[src/common/spp_pkg.sv]
// Purpose: shared constants and types of the serial peripheral port
// Assumes: byte-wide special-function register access
// Notes: all numbers of the block live here
package spp_pkg;
  localparam logic [7:0] ADDR_SCK_DIVIDER = 8'hA2;
  localparam logic [7:0] ADDR_TX_RX_DATA = 8'hA3;
  localparam logic [7:0] RST_SCK_DIVIDER = 8'h00;
  localparam logic [7:0] RST_TX_RX_DATA = 8'h00;
  localparam logic [1:0] SEL_THREE_WIRE = 2'h0;
  localparam logic [1:0] SEL_FOUR_SLAVE = 2'h1;
  localparam int SEL_OUT_BIT = 1;
  localparam int SEL_LEVEL_BIT = 0;
  localparam logic [3:0] BITS_PER_XFER = 4'h8;
  localparam logic [3:0] BITS_LAST = 4'h7;
  localparam int FIFO_DEPTH = 2;
  localparam logic [1:0] FIFO_FULL_CNT = 2'h2;
  localparam logic [7:0] RDATA_EMPTY = 8'h00;

  typedef enum logic {SPP_IDLE, SPP_SHIFT} spp_state_t;

  // one bit per serial line
  typedef struct packed {
    logic sck;
    logic mosi;
    logic miso;
    logic slave_select_line;
  } spp_pins_t;

  // one register access per cycle
  typedef struct packed {
    logic wr;
    logic rd;
    logic [7:0] addr;
    logic [7:0] wdata;
  } spp_sfr_req_t;
endpackage

[src/verilog/spp_port.sv]
// Purpose: byte-wide serial peripheral port, master or slave, mode 0 framing
// Assumes: pin inputs synchronous to clk_in; control bits arrive as plain inputs
// Notes: received bytes pass a two-entry buffer; a read pops it
`timescale 1ns/1ns
module spp_port (
  input wire logic clk_in,
  input wire logic rst_n_in,
  input wire spp_pkg::spp_sfr_req_t sfr_req_in,
  output logic [7:0] sfr_rdata_out,
  input wire logic enable_in,
  input wire logic master_in,
  input wire logic [1:0] select_mode_field_in,
  input wire logic clear_flags_in,
  input wire spp_pkg::spp_pins_t pin_in,
  output spp_pkg::spp_pins_t pin_out,
  output spp_pkg::spp_pins_t pin_oe_out,
  output logic select_pin_mapped_out,
  output logic busy_out,
  output logic rx_valid_out,
  output logic mode_fault_out,
  output logic overrun_out
);
  logic [7:0] divider_reg, divider_next;
  logic [7:0] tx_reg, tx_next;
  logic [7:0] shift_reg, shift_next;
  logic [7:0] cnt_reg, cnt_next;
  logic [3:0] bits_reg, bits_next;
  logic sck_reg, sck_next;
  logic sck_prev_reg, sck_prev_next;
  logic nss_prev_reg, nss_prev_next;
  logic fault_reg, fault_next;
  logic ovr_reg, ovr_next;
  logic [7:0] rdata_reg, rdata_next;
  spp_pkg::spp_state_t state_reg, state_next;
  logic master_fn, selected, sck_rise, nss_fall;
  logic wr_data, rd_data, done, push, push_ready;
  logic [7:0] done_byte;
  logic [7:0] fifo_mem_reg [spp_pkg::FIFO_DEPTH];
  logic [7:0] fifo_mem_next [spp_pkg::FIFO_DEPTH];
  logic wptr_reg, wptr_next, rptr_reg, rptr_next;
  logic [1:0] count_reg, count_next;
  logic pop;

  function automatic logic is_addr(input spp_pkg::spp_sfr_req_t r, input logic [7:0] a);
    is_addr = r.addr == a;
  endfunction

  assign wr_data = sfr_req_in.wr && is_addr(sfr_req_in, spp_pkg::ADDR_TX_RX_DATA);
  assign rd_data = sfr_req_in.rd && is_addr(sfr_req_in, spp_pkg::ADDR_TX_RX_DATA);
  assign master_fn = enable_in && master_in && !fault_reg;
  // three-wire slave is always selected, mode 01 slave by a low select input
  assign selected = (select_mode_field_in == spp_pkg::SEL_THREE_WIRE) ||
    ((select_mode_field_in == spp_pkg::SEL_FOUR_SLAVE) && !pin_in.slave_select_line);
  assign sck_rise = pin_in.sck && !sck_prev_reg;
  assign nss_fall = nss_prev_reg && !pin_in.slave_select_line;
  assign push_ready = count_reg != spp_pkg::FIFO_FULL_CNT;

  // shift engine and control
  always_comb begin
    divider_next = divider_reg;
    tx_next = tx_reg;
    shift_next = shift_reg;
    cnt_next = cnt_reg;
    bits_next = bits_reg;
    sck_next = sck_reg;
    state_next = state_reg;
    fault_next = fault_reg;
    ovr_next = ovr_reg;
    done = 1'b0;
    done_byte = shift_reg;
    sck_prev_next = pin_in.sck;
    nss_prev_next = pin_in.slave_select_line;
    rdata_next = rdata_reg;
    if (sfr_req_in.wr && is_addr(sfr_req_in, spp_pkg::ADDR_SCK_DIVIDER)) begin
      divider_next = sfr_req_in.wdata;
    end
    if (wr_data) begin
      tx_next = sfr_req_in.wdata;
    end
    if (sfr_req_in.rd) begin
      if (is_addr(sfr_req_in, spp_pkg::ADDR_SCK_DIVIDER)) begin
        rdata_next = divider_reg;
      end else if (rd_data && rx_valid_out) begin
        rdata_next = fifo_mem_reg[rptr_reg];
      end else begin
        rdata_next = spp_pkg::RDATA_EMPTY;
      end
    end
    if (clear_flags_in) begin
      fault_next = 1'b0;
      ovr_next = 1'b0;
    end
    if (enable_in && master_in && nss_fall &&
        select_mode_field_in == spp_pkg::SEL_FOUR_SLAVE) begin
      fault_next = 1'b1;
    end
    if (!enable_in) begin
      state_next = spp_pkg::SPP_IDLE;
      sck_next = 1'b0;
      bits_next = 4'h0;
    end else if (master_fn) begin
      case (state_reg)
        spp_pkg::SPP_IDLE: begin
          sck_next = 1'b0;
          if (wr_data && push_ready) begin
            shift_next = sfr_req_in.wdata;
            cnt_next = divider_reg;
            bits_next = 4'h0;
            state_next = spp_pkg::SPP_SHIFT;
          end
        end
        spp_pkg::SPP_SHIFT: begin
          if (cnt_reg == 8'h00) begin
            cnt_next = divider_reg;
            sck_next = !sck_reg;
            if (!sck_reg) begin
              shift_next = {shift_reg[6:0], pin_in.miso};
              bits_next = bits_reg + 4'h1;
            end else if (bits_reg == spp_pkg::BITS_PER_XFER) begin
              done = 1'b1;
              state_next = spp_pkg::SPP_IDLE;
            end
          end else begin
            cnt_next = cnt_reg - 8'h01;
          end
        end
        default: state_next = spp_pkg::SPP_IDLE;
      endcase
    end else begin
      state_next = spp_pkg::SPP_IDLE;
      sck_next = 1'b0;
      if (!selected) begin
        bits_next = 4'h0;
        shift_next = tx_reg;
      end else if (sck_rise) begin
        shift_next = {shift_reg[6:0], pin_in.mosi};
        bits_next = bits_reg + 4'h1;
        if (bits_reg == spp_pkg::BITS_LAST) begin
          done = 1'b1;
          done_byte = {shift_reg[6:0], pin_in.mosi};
          shift_next = tx_reg;
          bits_next = 4'h0;
        end
      end else if (bits_reg == 4'h0 && wr_data) begin
        shift_next = sfr_req_in.wdata;
      end
    end
    if (done && !push_ready) begin
      ovr_next = 1'b1;
    end
  end

  always_ff @(posedge clk_in or negedge rst_n_in) begin
    if (!rst_n_in) begin
      divider_reg <= spp_pkg::RST_SCK_DIVIDER;
      tx_reg <= spp_pkg::RST_TX_RX_DATA;
      shift_reg <= spp_pkg::RST_TX_RX_DATA;
      cnt_reg <= 8'h00;
      bits_reg <= 4'h0;
      sck_reg <= 1'b0;
      sck_prev_reg <= 1'b0;
      nss_prev_reg <= 1'b1;
      fault_reg <= 1'b0;
      ovr_reg <= 1'b0;
      rdata_reg <= 8'h00;
      state_reg <= spp_pkg::SPP_IDLE;
    end else begin
      divider_reg <= divider_next;
      tx_reg <= tx_next;
      shift_reg <= shift_next;
      cnt_reg <= cnt_next;
      bits_reg <= bits_next;
      sck_reg <= sck_next;
      sck_prev_reg <= sck_prev_next;
      nss_prev_reg <= nss_prev_next;
      fault_reg <= fault_next;
      ovr_reg <= ovr_next;
      rdata_reg <= rdata_next;
      state_reg <= state_next;
    end
  end

  // two-entry receive buffer
  assign push = done && push_ready;
  assign pop = rd_data && rx_valid_out;

  always_comb begin
    fifo_mem_next = fifo_mem_reg;
    wptr_next = wptr_reg;
    rptr_next = rptr_reg;
    count_next = count_reg;
    if (push) begin
      fifo_mem_next[wptr_reg] = done_byte;
      wptr_next = !wptr_reg;
    end
    if (pop) begin
      rptr_next = !rptr_reg;
    end
    if (push && !pop) begin
      count_next = count_reg + 2'h1;
    end else if (pop && !push) begin
      count_next = count_reg - 2'h1;
    end
  end

  always_ff @(posedge clk_in or negedge rst_n_in) begin
    if (!rst_n_in) begin
      for (int i = 0; i < spp_pkg::FIFO_DEPTH; i++) begin
        fifo_mem_reg[i] <= 8'h00;
      end
      wptr_reg <= 1'b0;
      rptr_reg <= 1'b0;
      count_reg <= 2'h0;
    end else begin
      fifo_mem_reg <= fifo_mem_next;
      wptr_reg <= wptr_next;
      rptr_reg <= rptr_next;
      count_reg <= count_next;
    end
  end

  // pins
  always_comb begin
    pin_out.sck = sck_reg;
    pin_out.mosi = shift_reg[7];
    pin_out.miso = shift_reg[7];
    pin_out.slave_select_line = select_mode_field_in[spp_pkg::SEL_LEVEL_BIT];
    pin_oe_out.sck = master_fn;
    pin_oe_out.mosi = master_fn;
    pin_oe_out.miso = enable_in && !master_fn && selected;
    pin_oe_out.slave_select_line = enable_in && select_mode_field_in[spp_pkg::SEL_OUT_BIT];
  end

  assign select_pin_mapped_out = select_mode_field_in != spp_pkg::SEL_THREE_WIRE;
  assign sfr_rdata_out = rdata_reg;
  assign busy_out = state_reg == spp_pkg::SPP_SHIFT;
  assign rx_valid_out = count_reg != 2'h0;
  assign mode_fault_out = fault_reg;
  assign overrun_out = ovr_reg;

  // checking helpers
  logic [8:0] hold_reg, hold_next;
  logic [3:0] edge_reg, edge_next;

  always_comb begin
    hold_next = hold_reg + 9'h001;
    edge_next = edge_reg;
    // idle restarts the count so the first half period is measured too
    if (sck_next != sck_reg || state_reg == spp_pkg::SPP_IDLE) begin
      hold_next = 9'h000;
    end
    if (state_reg == spp_pkg::SPP_IDLE) begin
      edge_next = 4'h0;
    end else if (sck_next && !sck_reg) begin
      edge_next = edge_reg + 4'h1;
    end
  end

  always_ff @(posedge clk_in or negedge rst_n_in) begin
    if (!rst_n_in) begin
      hold_reg <= 9'h000;
      edge_reg <= 4'h0;
    end else begin
      hold_reg <= hold_next;
      edge_reg <= edge_next;
    end
  end

  a_sck_half_period: assert property (@(posedge clk_in) disable iff (!rst_n_in)
    (busy_out && master_fn && $changed(sck_reg) && $past(busy_out) && $past(sck_reg, 2) == $past(sck_reg))
    |-> $past(hold_reg) == {1'b0, $past(divider_reg)})
    else $error("sck half period differs from divider plus one");
  a_sck_idle_low: assert property (@(posedge clk_in) disable iff (!rst_n_in)
    (!busy_out && $past(!busy_out)) |-> !sck_reg)
    else $error("sck moved while no transfer active");
  a_eight_edges: assert property (@(posedge clk_in) disable iff (!rst_n_in)
    (done && master_fn) |-> edge_reg == spp_pkg::BITS_PER_XFER)
    else $error("master transfer did not have eight clock edges");
  a_write_starts: assert property (@(posedge clk_in) disable iff (!rst_n_in)
    (wr_data && master_fn && !busy_out && push_ready && !nss_fall) |=> busy_out && tx_reg == $past(sfr_req_in.wdata))
    else $error("data write did not start a master transfer");
  a_miso_release: assert property (@(posedge clk_in) disable iff (!rst_n_in)
    (!enable_in || (!master_fn && select_mode_field_in == spp_pkg::SEL_FOUR_SLAVE && pin_in.slave_select_line))
    |-> !pin_oe_out.miso)
    else $error("miso driven while port not selected");
  a_mosi_master: assert property (@(posedge clk_in) disable iff (!rst_n_in)
    pin_oe_out.mosi |-> master_fn && !pin_oe_out.miso && pin_out.mosi == shift_reg[7])
    else $error("mosi direction or source wrong");
  a_fault_on_fall: assert property (@(posedge clk_in) disable iff (!rst_n_in)
    (master_fn && nss_fall && select_mode_field_in == spp_pkg::SEL_FOUR_SLAVE)
    |=> !pin_oe_out.sck && mode_fault_out)
    else $error("master function kept after select fell");
  a_nss_level: assert property (@(posedge clk_in) disable iff (!rst_n_in)
    (enable_in && select_mode_field_in[1]) |-> pin_oe_out.slave_select_line && pin_out.slave_select_line == select_mode_field_in[0])
    else $error("select output level wrong");
  a_read_rx: assert property (@(posedge clk_in) disable iff (!rst_n_in)
    (rd_data && rx_valid_out) |=> sfr_rdata_out == $past(fifo_mem_reg[rptr_reg]))
    else $error("data read did not return receive buffer");
  a_select_input: assert property (@(posedge clk_in) disable iff (!rst_n_in)
    (select_mode_field_in == spp_pkg::SEL_FOUR_SLAVE) |-> !pin_oe_out.slave_select_line)
    else $error("select line driven in mode 01");
  a_three_wire_pin: assert property (@(posedge clk_in) disable iff (!rst_n_in)
    (select_mode_field_in == spp_pkg::SEL_THREE_WIRE)
    |-> !select_pin_mapped_out && !pin_oe_out.slave_select_line)
    else $error("select line used in three-wire mode");
  a_slave_miso_drive: assert property (@(posedge clk_in) disable iff (!rst_n_in)
    (enable_in && !master_fn && select_mode_field_in == spp_pkg::SEL_THREE_WIRE)
    |-> pin_oe_out.miso && pin_out.miso == shift_reg[7])
    else $error("three-wire slave not driving miso from shift msb");
  a_slave_no_sck: assert property (@(posedge clk_in) disable iff (!rst_n_in)
    !master_fn |-> !pin_oe_out.sck && !pin_oe_out.mosi)
    else $error("sck or mosi driven without master function");
  a_unsel_ignore: assert property (@(posedge clk_in) disable iff (!rst_n_in)
    (enable_in && !master_fn && select_mode_field_in == spp_pkg::SEL_FOUR_SLAVE && pin_in.slave_select_line)
    |=> bits_reg == 4'h0)
    else $error("unselected slave counted sck edges");
  a_done_pushes: assert property (@(posedge clk_in) disable iff (!rst_n_in)
    (done && push_ready) |=> rx_valid_out)
    else $error("finished byte not placed in receive buffer");
  a_overrun_set: assert property (@(posedge clk_in) disable iff (!rst_n_in)
    (done && !push_ready) |=> overrun_out)
    else $error("lost byte did not raise overrun");
  a_fault_sticky: assert property (@(posedge clk_in) disable iff (!rst_n_in)
    (mode_fault_out && !clear_flags_in) |=> mode_fault_out)
    else $error("mode fault dropped without clear");
  a_empty_read: assert property (@(posedge clk_in) disable iff (!rst_n_in)
    (rd_data && !rx_valid_out) |=> sfr_rdata_out == spp_pkg::RDATA_EMPTY)
    else $error("empty receive buffer read returned data");
  a_divider_write: assert property (@(posedge clk_in) disable iff (!rst_n_in)
    (sfr_req_in.wr && is_addr(sfr_req_in, spp_pkg::ADDR_SCK_DIVIDER))
    |=> divider_reg == $past(sfr_req_in.wdata))
    else $error("divider write not taken");
endmodule // spp_port

[config.mk]
export PLATFORM = sky130hd
export DESIGN_NAME = spp_port
export DESIGN_NICKNAME = d
export VERILOG_FILES = /design/src/common/spp_pkg.sv /design/src/verilog/spp_port.sv
export SDC_FILE = /design/constraint.sdc
export NUM_CORES = 1
export LEC_CHECK = 0
export BUFFER_PORTS_ARGS = -buffer_cell sky130_fd_sc_hd__buf_2
export CORE_MARGIN = 2
export CORE_UTILIZATION = 50
export CTS_BUF_LIST = sky130_fd_sc_hd__clkbuf_16
export CTS_CLUSTER_SIZE = 14
export DETAILED_ROUTE_END_ITERATION = 7
export PLACE_DENSITY = 0.69
export SLEW_MARGIN = 20
export SYNTH_ARGS = -nofsm -noshare
export SYNTH_HDL_FRONTEND = slang
export SYNTH_SLANG_ARGS = --single-unit
[constraint.sdc]
create_clock -name clk_in -period 4.7 [get_ports clk_in]
set_input_delay 0.235 -clock clk_in [delete_from_list [all_inputs] [get_ports clk_in]]
set_output_delay 0.235 -clock clk_in [all_outputs]
set_load 0.05 [all_outputs]
==> run_summary.xml <==
<?xml version="1.0" encoding="UTF-8"?>
<metrics>
  <group name="yosys">
    <metric name="postSynthRegisterBits" unit="">70</metric>
    <metric name="gate_count_of_the_mapped_netlist" unit="">344</metric>
    <metric name="netlist_area" unit="mm2">0.00369</metric>
    <metric name="synth_edf_count" unit="">0</metric>
    <metric name="ys.flop_type" unit="">sky130_fd_sc_hd__dfrtp_1</metric>
    <metric name="yosysSeqAreaShare" unit="%">47.5</metric>
    <metric name="synth-async-reset-ratio" unit="%">100</metric>
    <metric name="yosys.cell_types.count" unit="">54</metric>
    <metric name="yosys_warnings" unit="">0</metric>
    <metric name="synth.net_count" unit="">377</metric>
    <metric name="syn_area_per_cell" unit="um2">10.7</metric>
  </group>
  <group name="worst_setup_path">
    <metric name="worstPathMaxFanout" unit="">8</metric>
    <metric name="reg2reg_setup_slack" unit="ns">2.12</metric>
    <metric name="r2r_cells" unit="">7</metric>
    <metric name="worstReg2RegStart" unit="">cnt_reg[0]</metric>
    <metric name="r2r-end" unit="">fifo_mem_reg[2]</metric>
    <metric name="endpoint" unit="">fifo_mem_reg[2]</metric>
    <metric name="setup.worst_path.class" unit="">register to register</metric>
    <metric name="worst-endpoint-required" unit="ns">4.91</metric>
    <metric name="critical_path.startpoint" unit="">cnt_reg[0]</metric>
    <metric name="crit_chain" unit="">inv_1 &gt; ha_1 &gt; or3b_1 &gt; nor3_1 &gt; a32o_1 &gt; nand3_1 &gt; mux2_2</metric>
    <metric name="timing.critical_path.to_type" unit="">register</metric>
    <metric name="worst_path_max_delay_cell" unit="">sky130_fd_sc_hd__or3b_1</metric>
    <metric name="worst_setup_path_start_kind" unit="">register</metric>
    <metric name="worst_ep_arrival_time" unit="ns">2.79</metric>
    <metric name="critPathMaxStageDelay" unit="ns">0.47</metric>
  </group>
  <group name="cts">
    <metric name="clk_pin_slew_worst_paths" unit="ns">0.06</metric>
    <metric name="ctsRootBufferMaster" unit="">sky130_fd_sc_hd__clkbuf_16</metric>
    <metric name="worst_skew_pair.late_latency" unit="ns">0.34</metric>
    <metric name="tritoncts" unit="">yes</metric>
    <metric name="post_cts_resized" unit="">0</metric>
    <metric name="cts_buffer_depth" unit="">2</metric>
    <metric name="cts-htree-levels" unit="">3</metric>
    <metric name="clock_sink_count" unit="">70</metric>
    <metric name="cts_buffers" unit="">9</metric>
  </group>
  <group name="place">
    <metric name="globalplace.congestion" unit="">0.819</metric>
    <metric name="post_detailed_placement_half_perimeter_wirelength" unit="mm">6.13</metric>
    <metric name="place.port_buffers" unit="">49</metric>
    <metric name="place_area" unit="mm2">0.00397</metric>
    <metric name="preCtsSetupSlack" unit="ns">2.05</metric>
  </group>
  <group name="timing">
    <metric name="setup_tns" unit="ns">0</metric>
    <metric name="rsz_0062_raised_after_global_routing" unit="">false</metric>
    <metric name="finalMaxSlewViolations" unit="">0</metric>
    <metric name="finalHoldViolCount" unit="">0</metric>
    <metric name="maxClockFrequency" unit="MHz">388</metric>
    <metric name="timing_worst_slew_pin_value" unit="ns">0.993</metric>
    <metric name="clock_skew" unit="ns">0.0113</metric>
    <metric name="period_minus_slack" unit="ns">2.58</metric>
    <metric name="finalWorstSetupSlack" unit="ns">2.12</metric>
    <metric name="max-slew-margin-rel" unit="%">33.7</metric>
    <metric name="finalCritPeriodShare" unit="%">54.9</metric>
    <metric name="finalSetupViolations" unit="">0</metric>
  </group>
  <group name="die">
    <metric name="die_h" unit="um">89.9</metric>
    <metric name="die_area" unit="mm2">0.00808</metric>
    <metric name="die-width" unit="um">89.9</metric>
    <metric name="start_util" unit="%">51.1</metric>
    <metric name="core_area" unit="mm2">0.00721</metric>
    <metric name="io_pins" unit="">50</metric>
    <metric name="rows" unit="">31</metric>
  </group>
  <group name="layout">
    <metric name="final_layout_size_suffix_gt1_share" unit="%">28.8</metric>
    <metric name="max_ffs_per_register" unit="">16</metric>
    <metric name="area_growth" unit="%">15.9</metric>
    <metric name="n_antenna_cell" unit="">0</metric>
    <metric name="filler_instances" unit="">636</metric>
    <metric name="fin_nets" unit="">420</metric>
    <metric name="layout.cell_area.non_filler" unit="mm2">0.00427</metric>
  </group>
  <group name="global_route">
    <metric name="grt_start_max_net_pins" unit="">49</metric>
    <metric name="first_pass_grt_wire_length" unit="mm">14.0</metric>
    <metric name="vias_in_the_first_global_route" unit="">2825</metric>
    <metric name="overall_fraction_of_global_route_tracks_in_use" unit="%">21.7</metric>
    <metric name="grt-ovfl-total" unit="">0</metric>
    <metric name="antenna_violations_before_repair" unit="">0</metric>
  </group>
  <group name="route">
    <metric name="drt-met1-wl" unit="mm">3.83</metric>
    <metric name="detailroute.wirelength.met3" unit="um">372</metric>
    <metric name="postRouteAntennaNets" unit="">0</metric>
    <metric name="drc_errors" unit="">0</metric>
    <metric name="totalWireLength" unit="mm">8.52</metric>
    <metric name="avgViaCountPerCell" unit="">5.71</metric>
    <metric name="total_iterations_of_the_first_detailed_routing_run" unit="">4</metric>
    <metric name="routed_wire_length_per_instance" unit="um">17.3</metric>
    <metric name="drtIter0Drc" unit="">155</metric>
    <metric name="num_vias" unit="">2805</metric>
    <metric name="routed.top_layer" unit="">met4</metric>
    <metric name="routed-wl-met2" unit="mm">4.18</metric>
  </group>
  <group name="power_and_ir_drop">
    <metric name="max-vdd-ir-drop" unit="V">0.000248</metric>
    <metric name="leak_pwr" unit="nW">2.07</metric>
    <metric name="post-layout-total-power" unit="mW">1.52</metric>
    <metric name="cellPowerDensity" unit="mW/mm2">356</metric>
  </group>
  <group name="status">
    <metric name="status" unit="">complete, no violations</metric>
  </group>
  <group name="hold_path">
    <metric name="hold_path_class" unit="">primary input to register</metric>
    <metric name="hp-start" unit="">pin_in[0]</metric>
  </group>
  <group name="flow_run">
    <metric name="number_of_maximum_capacitance_constraint_violations" unit="">0</metric>
  </group>
</metrics>
[cell families after synthesis]
family	Yosys count	synth area share [%]
simple gates	89	12.8
compound gates	74	13.9
flops	70	47.5
mux	63	18.5
buf+inv	38	4.55
xor+xnor	6	1.42
fa+ha+maj	4	1.36
[metal layers]
metal / up-vias / global-route usage, %
met2: 63 / 36.8
met5: - / 0
met1: 1398 / 27.3
met3: 10 / 5.28
li1: 1334 / -
met4: 0 / 7.69
[final cells by class]
cell class / instances / area (um2) / area share (%)
multi-input cells: 236 / 1770 / 41.4
repair buffers: 51 / 263 / 6.15
flip-flops and latches: 70 / 1750 / 41.0
well taps: 99 / 124 / 2.90
clock buffers: 9 / 225 / 5.27
clock inverters: 7 / 70.1 / 1.64
inverters: 19 / 71.3 / 1.67
[Yosys cell counts, types with 2 or more instances]
library cell	n	area, um2
sky130_fd_sc_hd__or4_1	3	22.5
sky130_fd_sc_hd__nand2b_1	3	18.8
sky130_fd_sc_hd__and2_1	2	12.5
sky130_fd_sc_hd__o21ai_0	14	70.1
sky130_fd_sc_hd__o31a_1	2	17.5
sky130_fd_sc_hd__nand3b_1	2	15.0
sky130_fd_sc_hd__buf_2	2	10.0
sky130_fd_sc_hd__and3_1	2	12.5
sky130_fd_sc_hd__a22oi_1	8	60.1
sky130_fd_sc_hd__o31ai_1	2	15.0
sky130_fd_sc_hd__nand3_1	7	35.0
sky130_fd_sc_hd__buf_1	2	7.51
sky130_fd_sc_hd__dfrtp_1	69	1730
sky130_fd_sc_hd__buf_4	6	45.0
sky130_fd_sc_hd__nand4_1	2	12.5
sky130_fd_sc_hd__mux2i_1	22	220
sky130_fd_sc_hd__nor4bb_1	4	40.0
sky130_fd_sc_hd__nor3_1	8	40.0
sky130_fd_sc_hd__a21o_1	2	15.0
sky130_fd_sc_hd__xor2_1	3	26.3
sky130_fd_sc_hd__xnor2_1	3	26.3
sky130_fd_sc_hd__a31oi_1	2	12.5
sky130_fd_sc_hd__o22a_1	8	70.1
sky130_fd_sc_hd__inv_1	18	67.6
sky130_fd_sc_hd__mux2_2	41	462
sky130_fd_sc_hd__nor2b_1	2	12.5
sky130_fd_sc_hd__o221ai_1	6	52.6
sky130_fd_sc_hd__nor2_1	21	78.8
sky130_fd_sc_hd__ha_1	4	50.1
sky130_fd_sc_hd__a2bb2oi_1	2	17.5
sky130_fd_sc_hd__clkbuf_1	9	33.8
sky130_fd_sc_hd__nand2_1	23	86.3
sky130_fd_sc_hd__or2_2	2	12.5
sky130_fd_sc_hd__a21oi_1	18	90.1
[worst min path at each step]
stage                        end  cells past startpoint
floorplan            bits_reg[0]                      0
global placement     bits_reg[0]                      1
detailed placement   bits_reg[0]                      1
CTS                 nss_prev_reg                      1
global route        nss_prev_reg                      1
finish              nss_prev_reg                      1
[timing repair]
action,CTS,global route
hold buffers,1,0
setup buffers,0,0
hold endpoints to repair,21,0
[report_power, final]
group | internal, mW | leakage (nW) | switching [mW]
combinational | 0.0639 | 0.979 | 0.131
sequential | 0.633 | 0.942 | 0.0232
clock | 0.376 | 0.144 | 0.297
total | 1.07 | 2.07 | 0.451
[cell usage in the layout (no fill, tap or decap), types with 3 or more instances in the layout]
| master | count |
|---|---|
| sky130_fd_sc_hd__xnor2_1 | 3 |
| sky130_fd_sc_hd__ha_1 | 4 |
| sky130_fd_sc_hd__o21ai_0 | 14 |
| sky130_fd_sc_hd__nor2_1 | 21 |
| sky130_fd_sc_hd__inv_8 | 4 |
| sky130_fd_sc_hd__nor4bb_1 | 4 |
| sky130_fd_sc_hd__clkbuf_16 | 9 |
| sky130_fd_sc_hd__or4_1 | 3 |
| sky130_fd_sc_hd__nor3_1 | 8 |
| sky130_fd_sc_hd__dfrtp_1 | 69 |
| sky130_fd_sc_hd__nand2b_1 | 3 |
| sky130_fd_sc_hd__mux2i_1 | 22 |
| sky130_fd_sc_hd__nand2_1 | 23 |
| sky130_fd_sc_hd__o221ai_1 | 6 |
| sky130_fd_sc_hd__buf_2 | 49 |
| sky130_fd_sc_hd__nand3_1 | 7 |
| sky130_fd_sc_hd__mux2_2 | 41 |
| sky130_fd_sc_hd__o22a_1 | 8 |
| sky130_fd_sc_hd__a22oi_1 | 8 |
| sky130_fd_sc_hd__xor2_1 | 3 |
| sky130_fd_sc_hd__inv_1 | 18 |
| sky130_fd_sc_hd__a21oi_1 | 18 |
[metrics by stage]
| step | util, % | instances | hold slack (ns) |
|---|---|---|---|
| 5_1_grt | 59.2 | 491 | 0.0215 |
| 4_1_cts | 59.2 | 491 | 0.0128 |
| 2_1_floorplan | - | 344 | -0.0606 |
| 3_3_place_gp | 55.0 | 474 | 0.245 |
| 3_5_place_dp | 55.0 | 474 | 0.252 |
| 6_report | 59.2 | 491 | 0.0211 |
[worst max-delay path, delay by kind of cell (launching register included)]
family / cells / cell delay, ns
simple gates: 3 / 1.15
fa+ha+maj: 1 / 0.17
compound gates: 1 / 0.26
mux: 1 / 0.39
buf+inv: 1 / 0.07
flops: 1 / 0.41
(Power assumes the default switching activity.)
